===== config.mk =====
export PLATFORM = sky130hd
export DESIGN_NAME = reset_status_ctrl
export DESIGN_NICKNAME = d
export VERILOG_FILES = /design/src/logic/reset_status_pkg.sv /design/src/logic/hold_qualifier.sv /design/src/logic/reset_status_ctrl.sv
export SDC_FILE = /design/constraint.sdc
export NUM_CORES = 1
export LEC_CHECK = 0
export ABC_CLOCK_PERIOD_IN_PS = 3500
export BUFFER_PORTS_ARGS = -buffer_cell sky130_fd_sc_hd__buf_2
export CAP_MARGIN = 20
export CORE_MARGIN = 4
export CORE_UTILIZATION = 45
export DETAILED_ROUTE_END_ITERATION = 8
export HOLD_SLACK_MARGIN = 0.05
export PLACE_DENSITY = 0.71
export SLEW_MARGIN = 20
export SYNTH_ARGS = -nofsm -noshare
export SYNTH_HDL_FRONTEND = slang
export SYNTH_SLANG_ARGS = --single-unit

===== constraint.sdc =====
create_clock -name aclk -period 3.5 [get_ports aclk]
set_input_delay 0.175 -clock aclk [delete_from_list [all_inputs] [get_ports aclk]]
set_output_delay 0.175 -clock aclk [all_outputs]
set_load 0.05 [all_outputs]

===== src/logic/reset_status_pkg.sv =====
// Constants, types and function summary for the timer reset and status output block
// Function
// - With local reset enabled, reset timer after reset pair held over three seconds in display mode.
// - Accumulate timer run time as grand total, viewable by pressing two buttons in display mode.
// - With clear enabled, zero grand total after view pair held over ten seconds in display mode.
// - Reset the timer when the external reset terminals stay joined long enough.
// - Slow external setting needs the contact closed for one second.
// - Fast external setting needs the contact closed for 2 ms.
// - Light the status annunciator whenever the status output is on.
// - Status output turns on at the on state entry, off at the off state entry.
// - Turn-on state selectable from reset, running, paused, restart delay, complete.
// - Turn-off state selectable from the same five timer states.
// - Inverted turn-on fires on entry into any state but the named one.
// - Inverted turn-off fires on entry into any state but the named one.
// - On at running, off at inverted running keeps output on only while running.
// - Enable bit gates the output without altering stored on, off or delay settings.
// - Optional turn-on delay in one-second steps from zero to 32,400 seconds.
package reset_status_pkg;

  // -------------------------------------------------------------------------
  // Clock and hold times
  // -------------------------------------------------------------------------
  localparam logic [31:0] CLK_HZ              = 32'd50_000_000;
  localparam logic [31:0] LOCAL_RESET_HOLD_S  = 32'd3;
  localparam logic [31:0] GRAND_CLEAR_HOLD_S  = 32'd10;
  localparam logic [31:0] EXT_SLOW_HOLD_S     = 32'd1;
  localparam logic [31:0] EXT_FAST_HOLD_MS    = 32'd2;
  localparam logic [31:0] SECOND_CYC          = CLK_HZ;
  localparam logic [31:0] LOCAL_RESET_CYC     = LOCAL_RESET_HOLD_S * CLK_HZ;
  localparam logic [31:0] GRAND_CLEAR_CYC     = GRAND_CLEAR_HOLD_S * CLK_HZ;
  localparam logic [31:0] EXT_SLOW_CYC        = EXT_SLOW_HOLD_S * CLK_HZ;
  localparam logic [31:0] EXT_FAST_CYC        = EXT_FAST_HOLD_MS * (CLK_HZ / 32'd1000);
  localparam logic [14:0] STATUS_DELAY_MAX_S  = 15'd32400;

  // -------------------------------------------------------------------------
  // Register map, byte addresses
  // -------------------------------------------------------------------------
  localparam int          ADDR_W      = 8;
  localparam logic [7:0]  CTRL_OFF    = 8'h00;
  localparam logic [7:0]  DELAY_OFF   = 8'h04;
  localparam logic [7:0]  STATUS_OFF  = 8'h08;
  localparam logic [7:0]  TOTAL_OFF   = 8'h0C;
  localparam logic [11:0] CTRL_RST    = 12'h000;
  localparam logic [14:0] DELAY_RST   = 15'h0000;
  localparam logic [1:0]  RESP_OKAY   = 2'b00;
  localparam logic [1:0]  RESP_SLVERR = 2'b10;

  // Timer states reported by the timer core
  typedef enum logic [2:0] {
    ST_RESET       = 3'b000,
    ST_RUN         = 3'b001,
    ST_PAUSED      = 3'b010,
    ST_RESTART_DLY = 3'b011,
    ST_DONE        = 3'b100
  } timer_state_t;

  // Control register layout, bit 0 is the last field
  typedef struct packed {
    logic         off_inv;
    timer_state_t off_state;
    logic         on_inv;
    timer_state_t on_state;
    logic         status_en;
    logic         quick_reset_qualify;
    logic         grand_total_clear_enable;
    logic         local_timer_reset_enable;
  } cfg_t;

  // Status register layout
  typedef struct packed {
    logic grand_total_view;
    logic ext_closed;
    logic on_pending;
    logic pin_on;
    logic status_on;
  } stat_t;

endpackage : reset_status_pkg


===== src/logic/hold_qualifier.sv =====
// Qualifies a held level: one pulse once the level has lasted past a limit
module hold_qualifier (
  // Clock and reset
  input  wire logic        aclk,
  input  wire logic        aresetn,
  // Level and limit
  input  wire logic        level,
  input  wire logic [31:0] limit,
  // Result
  output logic             fire
);

  logic [31:0] cnt_r;

  // -------------------------------------------------------------------------
  // Hold counter
  // -------------------------------------------------------------------------
  // Any gap clears the count, so only an unbroken hold qualifies
  always_ff @(posedge aclk) begin
    if (!aresetn) begin
      cnt_r <= 32'h0000_0000;
    end else if (!level) begin
      cnt_r <= 32'h0000_0000;
    end else if (cnt_r <= limit) begin
      cnt_r <= cnt_r + 32'h0000_0001;
    end
  end

  // Pulse once per hold; count parks above the limit afterwards
  assign fire = level && (cnt_r == limit);

  a_hold_fire_count: assert property (@(posedge aclk) disable iff (!aresetn)
    fire |-> (cnt_r == limit) && level && ($past(level) || limit == 32'h0000_0000))
    else $error("hold fired without an unbroken hold");

  a_hold_gap_clear: assert property (@(posedge aclk) disable iff (!aresetn)
    !level |=> (cnt_r == 32'h0000_0000) && !fire)
    else $error("hold count survived an open contact");

endmodule : hold_qualifier


===== src/logic/reset_status_ctrl.sv =====
// Local, external and grand total reset plus state driven status output
module reset_status_ctrl #(
  parameter logic [31:0] LOC_HOLD_CYC  = reset_status_pkg::LOCAL_RESET_CYC,
  parameter logic [31:0] GT_HOLD_CYC   = reset_status_pkg::GRAND_CLEAR_CYC,
  parameter logic [31:0] EXT_SLOW_CYC  = reset_status_pkg::EXT_SLOW_CYC,
  parameter logic [31:0] EXT_FAST_CYC  = reset_status_pkg::EXT_FAST_CYC,
  parameter logic [31:0] SEC_CYC       = reset_status_pkg::SECOND_CYC
) (
  // Clock and reset
  input  wire logic                          aclk,
  input  wire logic                          aresetn,
  // AXI4-Lite write address and data
  input  wire logic [7:0]                    s_axi_awaddr,
  input  wire logic                          s_axi_awvalid,
  output logic                               s_axi_awready,
  input  wire logic [31:0]                   s_axi_wdata,
  input  wire logic [3:0]                    s_axi_wstrb,
  input  wire logic                          s_axi_wvalid,
  output logic                               s_axi_wready,
  // AXI4-Lite write response
  output logic [1:0]                         s_axi_bresp,
  output logic                               s_axi_bvalid,
  input  wire logic                          s_axi_bready,
  // AXI4-Lite read
  input  wire logic [7:0]                    s_axi_araddr,
  input  wire logic                          s_axi_arvalid,
  output logic                               s_axi_arready,
  output logic [31:0]                        s_axi_rdata,
  output logic [1:0]                         s_axi_rresp,
  output logic                               s_axi_rvalid,
  input  wire logic                          s_axi_rready,
  // Timer core
  input  wire reset_status_pkg::timer_state_t timer_state,
  input  wire logic                          display_mode,
  output logic                               timer_reset,
  // Front panel pins: [1:0] reset pair, [3:2] grand total pair
  input  wire logic [3:0]                    panel_btn,
  // External reset contact, high while the two reset terminals are joined
  input  wire logic                          ext_reset_closed,
  // Status output and display
  output logic                               status_oc_o,
  output logic                               status_oc_oe,
  output logic                               status_annunciator,
  output logic                               grand_total_view
);

  // -------------------------------------------------------------------------
  // Declarations
  // -------------------------------------------------------------------------
  reset_status_pkg::cfg_t  cfg_r;
  reset_status_pkg::stat_t stat_w;
  logic [14:0] delay_r;
  logic [4:0]  pin_s1_r, pin_s2_r, pin_s3_r, pin_f_r;
  logic        loc_level, gt_level, ext_level;
  logic        loc_fire, gt_fire, ext_fire;
  logic        loc_reset, gt_clear;
  logic [31:0] ext_limit;
  logic        timer_reset_r, gt_view_r;
  logic [31:0] sec_cnt_r;
  logic        sec_tick;
  logic [31:0] grand_total_r;
  reset_status_pkg::timer_state_t prev_state_r;
  logic        entered, on_hit, off_hit;
  logic        status_r, pend_r, status_pin_r;
  logic [14:0] dly_sec_r;
  logic [31:0] dly_cyc_r;
  logic        aw_held_r, w_held_r, bvalid_r, rvalid_r;
  logic [7:0]  aw_addr_r;
  logic [31:0] w_data_r;
  logic [3:0]  w_strb_r;
  logic [1:0]  bresp_r, rresp_r;
  logic [31:0] rdata_r, rdata_nxt, ctrl_word, delay_word, wr_ctrl, wr_delay;
  logic [1:0]  rresp_nxt;
  logic        wr_go;

  // Byte lane merge of a write into an existing word
  function automatic logic [31:0] merge(input logic [31:0] old, input logic [31:0] nw,
                                        input logic [3:0] strb);
    logic [31:0] res;
    res = old;
    for (int i = 0; i < 4; i++) begin
      if (strb[i]) begin
        res[8*i +: 8] = nw[8*i +: 8];
      end
    end
    return res;
  endfunction : merge

  // -------------------------------------------------------------------------
  // Pin synchronisers
  // -------------------------------------------------------------------------
  // Three stages; filtered level moves only when stages two and three agree
  always_ff @(posedge aclk) begin
    if (!aresetn) begin
      pin_s1_r <= 5'h00;
      pin_s2_r <= 5'h00;
      pin_s3_r <= 5'h00;
      pin_f_r  <= 5'h00;
    end else begin
      pin_s1_r <= {ext_reset_closed, panel_btn};
      pin_s2_r <= pin_s1_r;
      pin_s3_r <= pin_s2_r;
      pin_f_r  <= (pin_s2_r & pin_s3_r) | (pin_f_r & (pin_s2_r | pin_s3_r));
    end
  end

  // Button pairs only count while the display mode is shown
  assign loc_level = display_mode && pin_f_r[0] && pin_f_r[1];
  assign gt_level  = display_mode && pin_f_r[2] && pin_f_r[3];
  assign ext_level = pin_f_r[4];
  assign ext_limit = cfg_r.quick_reset_qualify ? EXT_FAST_CYC : EXT_SLOW_CYC;

  // -------------------------------------------------------------------------
  // Hold qualifiers
  // -------------------------------------------------------------------------
  hold_qualifier u_loc_hold (
    .aclk    (aclk),
    .aresetn (aresetn),
    .level   (loc_level),
    .limit   (LOC_HOLD_CYC),
    .fire    (loc_fire)
  );

  hold_qualifier u_gt_hold (
    .aclk    (aclk),
    .aresetn (aresetn),
    .level   (gt_level),
    .limit   (GT_HOLD_CYC),
    .fire    (gt_fire)
  );

  hold_qualifier u_ext_hold (
    .aclk    (aclk),
    .aresetn (aresetn),
    .level   (ext_level),
    .limit   (ext_limit),
    .fire    (ext_fire)
  );

  assign loc_reset = loc_fire && cfg_r.local_timer_reset_enable;
  assign gt_clear  = gt_fire && cfg_r.grand_total_clear_enable;

  // -------------------------------------------------------------------------
  // Timer reset pulse and grand total view
  // -------------------------------------------------------------------------
  // Local and external sources merge into one registered pulse
  always_ff @(posedge aclk) begin
    if (!aresetn) begin
      timer_reset_r <= 1'b0;
      gt_view_r     <= 1'b0;
    end else begin
      timer_reset_r <= loc_reset || ext_fire;
      gt_view_r     <= gt_level;
    end
  end

  assign timer_reset      = timer_reset_r;
  assign grand_total_view = gt_view_r;

  a_loc_reset_src: assert property (@(posedge aclk) disable iff (!aresetn)
    loc_fire && cfg_r.local_timer_reset_enable |=> timer_reset)
    else $error("local hold did not reset the timer");

  a_ext_reset_src: assert property (@(posedge aclk) disable iff (!aresetn)
    $rose(timer_reset) |-> $past(ext_fire) || ($past(loc_fire)
      && $past(cfg_r.local_timer_reset_enable)))
    else $error("timer reset without a qualified source");

  a_ext_slow_limit: assert property (@(posedge aclk) disable iff (!aresetn)
    ext_fire && !cfg_r.quick_reset_qualify |-> ext_limit == EXT_SLOW_CYC)
    else $error("slow external reset used the wrong hold");

  a_ext_fast_limit: assert property (@(posedge aclk) disable iff (!aresetn)
    ext_fire && cfg_r.quick_reset_qualify |-> ext_limit == EXT_FAST_CYC)
    else $error("fast external reset used the wrong hold");

  // -------------------------------------------------------------------------
  // Grand total of run time
  // -------------------------------------------------------------------------
  // Free running second divider; a partial first second is accepted
  always_ff @(posedge aclk) begin
    if (!aresetn) begin
      sec_cnt_r <= 32'h0000_0000;
    end else if (sec_tick) begin
      sec_cnt_r <= 32'h0000_0000;
    end else begin
      sec_cnt_r <= sec_cnt_r + 32'h0000_0001;
    end
  end

  assign sec_tick = (sec_cnt_r == SEC_CYC - 32'h0000_0001);

  // Clear wins over a counting second
  always_ff @(posedge aclk) begin
    if (!aresetn) begin
      grand_total_r <= 32'h0000_0000;
    end else if (gt_clear) begin
      grand_total_r <= 32'h0000_0000;
    end else if (sec_tick && timer_state == reset_status_pkg::ST_RUN) begin
      grand_total_r <= grand_total_r + 32'h0000_0001;
    end
  end

  a_total_counts: assert property (@(posedge aclk) disable iff (!aresetn)
    sec_tick && timer_state == reset_status_pkg::ST_RUN && !gt_clear
      |=> grand_total_r == $past(grand_total_r) + 32'h0000_0001)
    else $error("grand total missed a running second");

  a_total_clear: assert property (@(posedge aclk) disable iff (!aresetn)
    gt_fire && cfg_r.grand_total_clear_enable |=> grand_total_r == 32'h0000_0000)
    else $error("grand total not cleared after the hold");

  // -------------------------------------------------------------------------
  // Status output state tracking
  // -------------------------------------------------------------------------
  // Only a change of state counts as an entry
  always_ff @(posedge aclk) begin
    if (!aresetn) begin
      prev_state_r <= reset_status_pkg::ST_RESET;
    end else begin
      prev_state_r <= timer_state;
    end
  end

  assign entered = (timer_state != prev_state_r);
  assign on_hit  = cfg_r.on_inv ? (timer_state != cfg_r.on_state)
                                : (timer_state == cfg_r.on_state);
  assign off_hit = cfg_r.off_inv ? (timer_state != cfg_r.off_state)
                                 : (timer_state == cfg_r.off_state);

  // On entry the turn-on match wins over turn-off; a delay holds it back
  always_ff @(posedge aclk) begin
    if (!aresetn) begin
      status_r  <= 1'b0;
      pend_r    <= 1'b0;
      dly_sec_r <= 15'h0000;
      dly_cyc_r <= 32'h0000_0000;
    end else if (entered && on_hit) begin
      status_r  <= (delay_r == 15'h0000) ? 1'b1 : status_r;
      pend_r    <= (delay_r != 15'h0000);
      dly_sec_r <= delay_r;
      dly_cyc_r <= 32'h0000_0000;
    end else if (entered && off_hit) begin
      status_r  <= 1'b0;
      pend_r    <= 1'b0;
    end else if (pend_r) begin
      if (dly_sec_r == 15'h0000) begin
        status_r <= 1'b1;
        pend_r   <= 1'b0;
      end else if (dly_cyc_r == SEC_CYC - 32'h0000_0001) begin
        dly_cyc_r <= 32'h0000_0000;
        dly_sec_r <= dly_sec_r - 15'h0001;
      end else begin
        dly_cyc_r <= dly_cyc_r + 32'h0000_0001;
      end
    end
  end

  // Enable only gates the pin, so stored settings and tracking carry on
  always_ff @(posedge aclk) begin
    if (!aresetn) begin
      status_pin_r <= 1'b0;
    end else begin
      status_pin_r <= status_r && cfg_r.status_en;
    end
  end

  // Open collector: the low level is driven only while on
  assign status_oc_o        = 1'b0;
  assign status_oc_oe       = status_pin_r;
  assign status_annunciator = status_pin_r;

  a_annunciator_pin: assert property (@(posedge aclk) disable iff (!aresetn)
    status_annunciator == status_oc_oe)
    else $error("annunciator disagrees with status output");

  a_on_no_delay: assert property (@(posedge aclk) disable iff (!aresetn)
    entered && on_hit && delay_r == 15'h0000 && cfg_r.status_en
      ##1 cfg_r.status_en |=> status_oc_oe)
    else $error("status output missed its turn-on entry");

  a_off_entry: assert property (@(posedge aclk) disable iff (!aresetn)
    entered && off_hit && !on_hit |=> !status_r ##1 !status_oc_oe)
    else $error("status output missed its turn-off entry");

  a_enable_gate: assert property (@(posedge aclk) disable iff (!aresetn)
    !cfg_r.status_en |=> !status_oc_oe)
    else $error("disabled status output still driven");

  a_delay_hold: assert property (@(posedge aclk) disable iff (!aresetn)
    pend_r && dly_sec_r != 15'h0000 && !entered |=> !$rose(status_r))
    else $error("status output turned on before its delay");

  // -------------------------------------------------------------------------
  // AXI4-Lite write path
  // -------------------------------------------------------------------------
  assign s_axi_awready = !aw_held_r && !bvalid_r;
  assign s_axi_wready  = !w_held_r && !bvalid_r;
  assign s_axi_bvalid  = bvalid_r;
  assign s_axi_bresp   = bresp_r;
  assign wr_go         = aw_held_r && w_held_r && !bvalid_r;
  assign ctrl_word     = {20'h00000, cfg_r};
  assign delay_word    = {17'h00000, delay_r};
  assign wr_ctrl       = merge(ctrl_word, w_data_r, w_strb_r);
  assign wr_delay      = merge(delay_word, w_data_r, w_strb_r);

  // Address and data are taken in either order; response once both are in
  always_ff @(posedge aclk) begin
    if (!aresetn) begin
      aw_held_r <= 1'b0;
      w_held_r  <= 1'b0;
      aw_addr_r <= 8'h00;
      w_data_r  <= 32'h0000_0000;
      w_strb_r  <= 4'h0;
      bvalid_r  <= 1'b0;
      bresp_r   <= reset_status_pkg::RESP_OKAY;
    end else begin
      if (s_axi_awvalid && s_axi_awready) begin
        aw_held_r <= 1'b1;
        aw_addr_r <= s_axi_awaddr;
      end
      if (s_axi_wvalid && s_axi_wready) begin
        w_held_r <= 1'b1;
        w_data_r <= s_axi_wdata;
        w_strb_r <= s_axi_wstrb;
      end
      if (wr_go) begin
        aw_held_r <= 1'b0;
        w_held_r  <= 1'b0;
        bvalid_r  <= 1'b1;
        if (aw_addr_r[7:2] == reset_status_pkg::CTRL_OFF[7:2] ||
            aw_addr_r[7:2] == reset_status_pkg::DELAY_OFF[7:2] ||
            aw_addr_r[7:2] == reset_status_pkg::STATUS_OFF[7:2] ||
            aw_addr_r[7:2] == reset_status_pkg::TOTAL_OFF[7:2]) begin
          bresp_r <= reset_status_pkg::RESP_OKAY;
        end else begin
          bresp_r <= reset_status_pkg::RESP_SLVERR;
        end
      end else if (bvalid_r && s_axi_bready) begin
        bvalid_r <= 1'b0;
      end
    end
  end

  // Writable settings; an oversized delay is clamped to the longest allowed
  always_ff @(posedge aclk) begin
    if (!aresetn) begin
      cfg_r   <= reset_status_pkg::cfg_t'(reset_status_pkg::CTRL_RST);
      delay_r <= reset_status_pkg::DELAY_RST;
    end else if (wr_go) begin
      if (aw_addr_r[7:2] == reset_status_pkg::CTRL_OFF[7:2]) begin
        cfg_r <= reset_status_pkg::cfg_t'(wr_ctrl[11:0]);
      end else if (aw_addr_r[7:2] == reset_status_pkg::DELAY_OFF[7:2]) begin
        if (wr_delay[31:15] != 17'h00000 ||
            wr_delay[14:0] > reset_status_pkg::STATUS_DELAY_MAX_S) begin
          delay_r <= reset_status_pkg::STATUS_DELAY_MAX_S;
        end else begin
          delay_r <= wr_delay[14:0];
        end
      end
    end
  end

  // -------------------------------------------------------------------------
  // AXI4-Lite read path
  // -------------------------------------------------------------------------
  assign stat_w = '{grand_total_view: gt_view_r, ext_closed: ext_level,
                    on_pending: pend_r, pin_on: status_pin_r, status_on: status_r};
  assign s_axi_arready = !rvalid_r;
  assign s_axi_rvalid  = rvalid_r;
  assign s_axi_rdata   = rdata_r;
  assign s_axi_rresp   = rresp_r;

  // Read decode; unmapped words read zero with an error response
  always_comb begin
    rdata_nxt = 32'h0000_0000;
    rresp_nxt = reset_status_pkg::RESP_OKAY;
    if (s_axi_araddr[7:2] == reset_status_pkg::CTRL_OFF[7:2]) begin
      rdata_nxt = ctrl_word;
    end else if (s_axi_araddr[7:2] == reset_status_pkg::DELAY_OFF[7:2]) begin
      rdata_nxt = delay_word;
    end else if (s_axi_araddr[7:2] == reset_status_pkg::STATUS_OFF[7:2]) begin
      rdata_nxt = {27'h0000000, stat_w};
    end else if (s_axi_araddr[7:2] == reset_status_pkg::TOTAL_OFF[7:2]) begin
      rdata_nxt = grand_total_r;
    end else begin
      rresp_nxt = reset_status_pkg::RESP_SLVERR;
    end
  end

  // Answer one cycle after the address is taken, held until rready
  always_ff @(posedge aclk) begin
    if (!aresetn) begin
      rvalid_r <= 1'b0;
      rdata_r  <= 32'h0000_0000;
      rresp_r  <= reset_status_pkg::RESP_OKAY;
    end else if (s_axi_arvalid && s_axi_arready) begin
      rvalid_r <= 1'b1;
      rdata_r  <= rdata_nxt;
      rresp_r  <= rresp_nxt;
    end else if (rvalid_r && s_axi_rready) begin
      rvalid_r <= 1'b0;
    end
  end

endmodule : reset_status_ctrl


== Word level (Yosys, flattened, before mapping) ==
Cells that the tools add are included.
Word-level totals
  register bits: 346
  input port bits: 68
  logic and storage cells: 167
  output and inout bits: 46
Cells by class
  muxes and demuxes: 36
  $add $sub $neg: 7
  eq/ne operators: 20
  bitwise logic cells: 8
  magnitude comparators: 4
  reductions and logical operators: 56
Operators by type and width (count)
  adder 32 x 1 -> 32 bit (second input constant): 6
  two-way mux 32 bit: 5
  two-way mux 15 bit: 6
  == test 32 x 26 -> 1 bit (second input constant): 2
  == test 32 x 26 -> 1 bit: 1
  == test 32 x 28 -> 1 bit (second input constant): 1
  == test 32 x 29 -> 1 bit (second input constant): 1
  less-or-equal comparator 32 x 26 -> 1 bit: 1
  less-or-equal comparator 32 x 28 -> 1 bit (second input constant): 1
  less-or-equal comparator 32 x 29 -> 1 bit (second input constant): 1
  two-way mux 8 bit: 4
  logical NOT 15 bit: 2
  two-way mux 26 bit: 1
  == test 6 x 2 -> 1 bit (second input constant): 4
  logical AND 1 bit: 22
  nonzero test 17 bit: 1
  > comparator 15 bit (second input constant): 1
  two-way mux 1 bit: 15
  AND reduction 3 bit: 5
  nonzero test 15 bit: 1
  subtractor 15 x 1 -> 15 bit (second input constant): 1
  == test 6 x 1 -> 1 bit (second input constant): 2
  logical NOT 6 bit: 2
  AND 5 bit: 2
  other kinds (15): 43

== Longest topological paths before layout ==
  word-level depth: 6
  depth in mapped cells: 11
  depth with buffers taken out: 9

== Modules after synthesis ==
Synthesis repeated with hierarchy kept, for this count alone.
Second synthesis, totals
  cells, all modules: 2199
  area total of the unflattened synthesis: 17978.5 µm²
Modules (own cells, without submodules)
  reset_status_ctrl: sequential area each 4924.7 µm², instances 1, area each 10610.2 µm², cells an instance 1254
  hold_qualifier: sequential area each 640.6 µm², instances 3, area each 2456.1 µm², cells an instance 315

== Least setup slack after synthesis ==
No wires, ideal clock.
  path kind: reg-to-reg
  from: reg cfg_r[2] (netlist name)
  to: reg u_ext_hold.cnt_r[15]
  buffers on the path: 1
  data required time: 3.428 ns
  period minus slack after synthesis: 3.126 ns
  cell stages (with the launch flop): 11
  library setup time: 0.072 ns
  setup slack: 0.374 ns
  arrival time: 3.054 ns
  path through: dfxtp_1 > inv_1 > ha_1 > nand4b_4 > or4_4 > or3_1 > mux2_4 > and2_4 > buf_6 > nor4_2 > mux2i_1
Between the ends
  cells in the longest elaborated chain, start to end: 2
Ends and longest elaborated chain
  start: declaration: line reset_status_ctrl.sv:50  | reset_status_pkg::cfg_t cfg_r;
  start signal: assignment: line reset_status_ctrl.sv:348  | cfg_r <= reset_status_pkg::cfg_t'(reset_status_pkg::CTRL_RST);
  start signal: assignment: line reset_status_ctrl.sv:352  | cfg_r <= reset_status_pkg::cfg_t'(wr_ctrl[11:0]);
  two-way mux 26 bit: line reset_status_ctrl.sv:111  | assign ext_limit = cfg_r.quick_reset_qualify ? EXT_FAST_CYC : EXT_SLOW_CYC;
  less-or-equal comparator 32 x 26 -> 1 bit: line hold_qualifier.sv:24  | end else if (cnt_r <= limit) begin
  end signal: assignment: line hold_qualifier.sv:25  | cnt_r <= cnt_r + 32'h0000_0001;
  end: declaration: line hold_qualifier.sv:13  | logic [31:0] cnt_r;
Every way passes these cells.
A chain may end at the register's enable or synchronous reset.

== Final worst setup path ==
  from: reg cfg_r[2] (netlist name)
  to: reg u_ext_hold.cnt_r[23]
The elaborated chain is that of the path after synthesis.

==> impl_metrics.csv <==
group,metric,value,unit
sta,clock.fmax,307,MHz
floorplanning,die-width,193,um
global_route,grt-ovfl-total,0,
cts,cts-htree-levels,2,
cells_and_area,syn2layout_area_growth,16.8,%
placement,routabilityCongestion,0.837,
drt,firstDrtPassIters,5,
drt,drc,0,
floorplanning,start_util,45.8,%
power_and_ir_drop,ir_drop,0.000395,V
yosys,postSynthCellCount,1795,
cts,clock-sinks,342,
critical_path,required,3890,ps
cts,clk_latency,520,ps
placement,io_buffer_count,106,
drt,vias_per_cell,5.50,
drt,drtIter0Drc,908,
yosys,yosys_most_used_dff,"dfxtp_1",
critical_path,cp.arrival,3650,ps
cts,cts_buffer_depth,3,
sta,slew_headroom,40.2,%
yosys,ys_ff_latch,342,
floorplanning,dieArea,37300,um2
drt,ant_nets,0,
global_route,grt_max_degree,59,
critical_path,crit_start,"cfg_r[2]",
sta,clock_skew,15.9,ps
sta,finalSetupTns,0,ps
cells_and_area,final_layout_size_suffix_gt1_share,11.0,%
worst_hold_path,worstHoldPathType,"in -> reg",
worst_hold_path,hp-start,"aresetn",
yosys,synth_area,15400,um2
drt,routed_wl,37400,um
cts,root_buffer,"clkbuf_16",
sta,max_slew.worst_pin.slew,894,ps
power_and_ir_drop,p_per_area,457,nW/um2
yosys,yosysWarnings,0,
critical_path,crit-reg2reg-launch,"cfg_r[2]",
floorplanning,num_io_pins,114,
critical_path,endpoint_kind,"register",
cts,cts-resized-gates,0,
drt,avgRoutedWirePerCell,15.6,um
global_route,grt_util_all_layers,19.9,%
drt,vias,13200,
flow_run,cap_violations,0,
critical_path,ff2ff_setup_slack,240,ps
sta,finalSetupViolCount,0,
cts,tritoncts,"built",
floorplanning,core,33700,um2
placement,hpwl,25300,um
sta,rsz0062_at_grt,"false",
yosys,synth_edf_count,0,
floorplanning,num_rows,67,
yosys,synth_cell_type_count,69,
critical_path,cp-start-kind,"register",
cells_and_area,final_common_cell,"dfxtp_1",
floorplanning,die_h,193,um
placement,placed_cell_area,16300,um2
cells_and_area,final_cell_area,18000,um2
cts,cts_buffers,37,
power_and_ir_drop,p_leak,6.55,nW
status,outcome,"completed",
global_route,antenna_found_initial,0,
sta,layout_worst_path_cycle_share,93.2,%
critical_path,crit_fanout,17,
cts,path_clk_slew,60,ps
power_and_ir_drop,p_total,8.25,mW
sta,finalHoldViolCount,0,
cells_and_area,nNetsFinal,2016,
yosys,syn_area_per_cell,8.60,um2
critical_path,worstSetupPathType,"reg -> reg",
sta,min_period,3260,ps
global_route,grt_pass1_wl,62700,um
sta,drv_slew,0,
cells_and_area,final_cell_mix,"342 x dfxtp_1, 205 x nand2_1, 187 x nor2_1",
global_route,grt_pass1_vias,12700,
yosys,async_reset_ff_share,0,%
yosys,seq_area_frac_synth,44.4,%
==> area by class of cell <==
cell class,count,area [um2]
Clock buffer,50,1050
Tap cell,448,561
Sequential cell,342,6850
Inverter,36,135
Timing Repair Buffer,176,1190
Multi-Input combinational cell,1331,8110
Clock inverter,13,133
Fill cell,3082,15700
Antenna cell,1,2.50
==> stage by stage <==
stage	std cells	util, %	worst slack (ps)	hold slack [ps]
floorplan	1797	-	374	297
global placement	2280	48.4	340	384
detailed placement	2280	48.4	270	390
CTS	2396	53.5	244	141
global route	2396	53.5	99.0	147
finish	2397	53.5	238	158
==> metal layers <==
metal  GRT usage (%)  share of wire (%)  vias up
li1                -                  -     6532
met1            26.3                 45     6266
met2            33.6                 47      307
met3            3.15                4.6       78
met4            6.59                3.0        0
met5               0                  0        -
==> cells in the mapped netlist (7+ instances only) <==
cell	count	share of area, %
nand4_1	61	2.5
or2_2	7	0.28
nor2b_1	45	1.8
dfxtp_1	342	44
ha_1	24	1.9
and2_1	46	1.9
a21oi_1	59	1.9
nand3_1	85	2.8
nor3_1	40	1.3
nor2_1	188	4.6
and3_1	44	1.8
or4_1	7	0.34
o221a_2	7	0.51
a222oi_1	8	0.52
xor2_1	91	5.2
or3_1	29	1.2
o21ai_0	64	2.1
nand2_1	207	5.0
clkbuf_1	80	1.9
a21boi_0	56	2.7
a211oi_1	7	0.34
nor4_1	35	1.4
a22o_1	12	0.68
xnor2_1	74	4.2
a22oi_1	17	0.83
and4_1	18	1.0
inv_1	36	0.88
mux2i_1	13	0.84
==> cell families (layout without fill, tap and decap cells) <==
family | count (synthesis) | count (layout) | share of synthesized area (%)
other | 1 | 4 | 0.0243
XOR/XNOR | 165 | 165 | 9.37
flip-flops | 342 | 342 | 44.4
adder cells (fa/ha/maj) | 24 | 24 | 1.95
buffers and inverters | 124 | 275 | 3.18
AND/OR/NAND/NOR | 851 | 851 | 28.2
multiplexers | 18 | 18 | 1.23
AO/OA/AOI/OAI | 270 | 270 | 11.7
==> repair_timing <==
| item | in CTS | in global routing |
|---|---|---|
| hold endpoints to repair | 52 | 0 |
| buffers inserted | 0 | 0 |
| hold buffers | 53 | 0 |
==> registers in the layout, indices dropped and copies added (netlist names), 32 cells and up <==
register and flops:
grand_total_r 32, u_ext_hold.cnt_r 32, u_gt_hold.cnt_r 32, s_axi_rdata 32
dly_cyc_r 32, w_data_r 32, u_loc_hold.cnt_r 32, sec_cnt_r 32
==> report_power, final <==
part / leakage, nW / internal, mW / switching, mW
clock: 0.584 / 2.24 / 1.53
sequential: 2.77 / 3.96 / 0.0552
combinational: 3.20 / 0.175 / 0.287
total: 6.55 / 6.38 / 1.87
==> final timing paths <==
path | to | cells past startpoint
setup / recovery | u_ext_hold.cnt_r[23] | 9
hold / removal | dly_sec_r[1] | 2
setup reg to reg | u_ext_hold.cnt_r[23] | 9
hold reg to reg | pin_s2_r[2] | 1
==> critical path: stages (launching register included) <==
cell       delay, ps
dfxtp_1          380
buf_4            190
ha_1             320
nand4_1          140
or4_4            540
or3_1            430
mux2_4           390
a2111oi_1        520
xnor2_1          170
nor2_1            60
(Power assumes the default switching activity.)
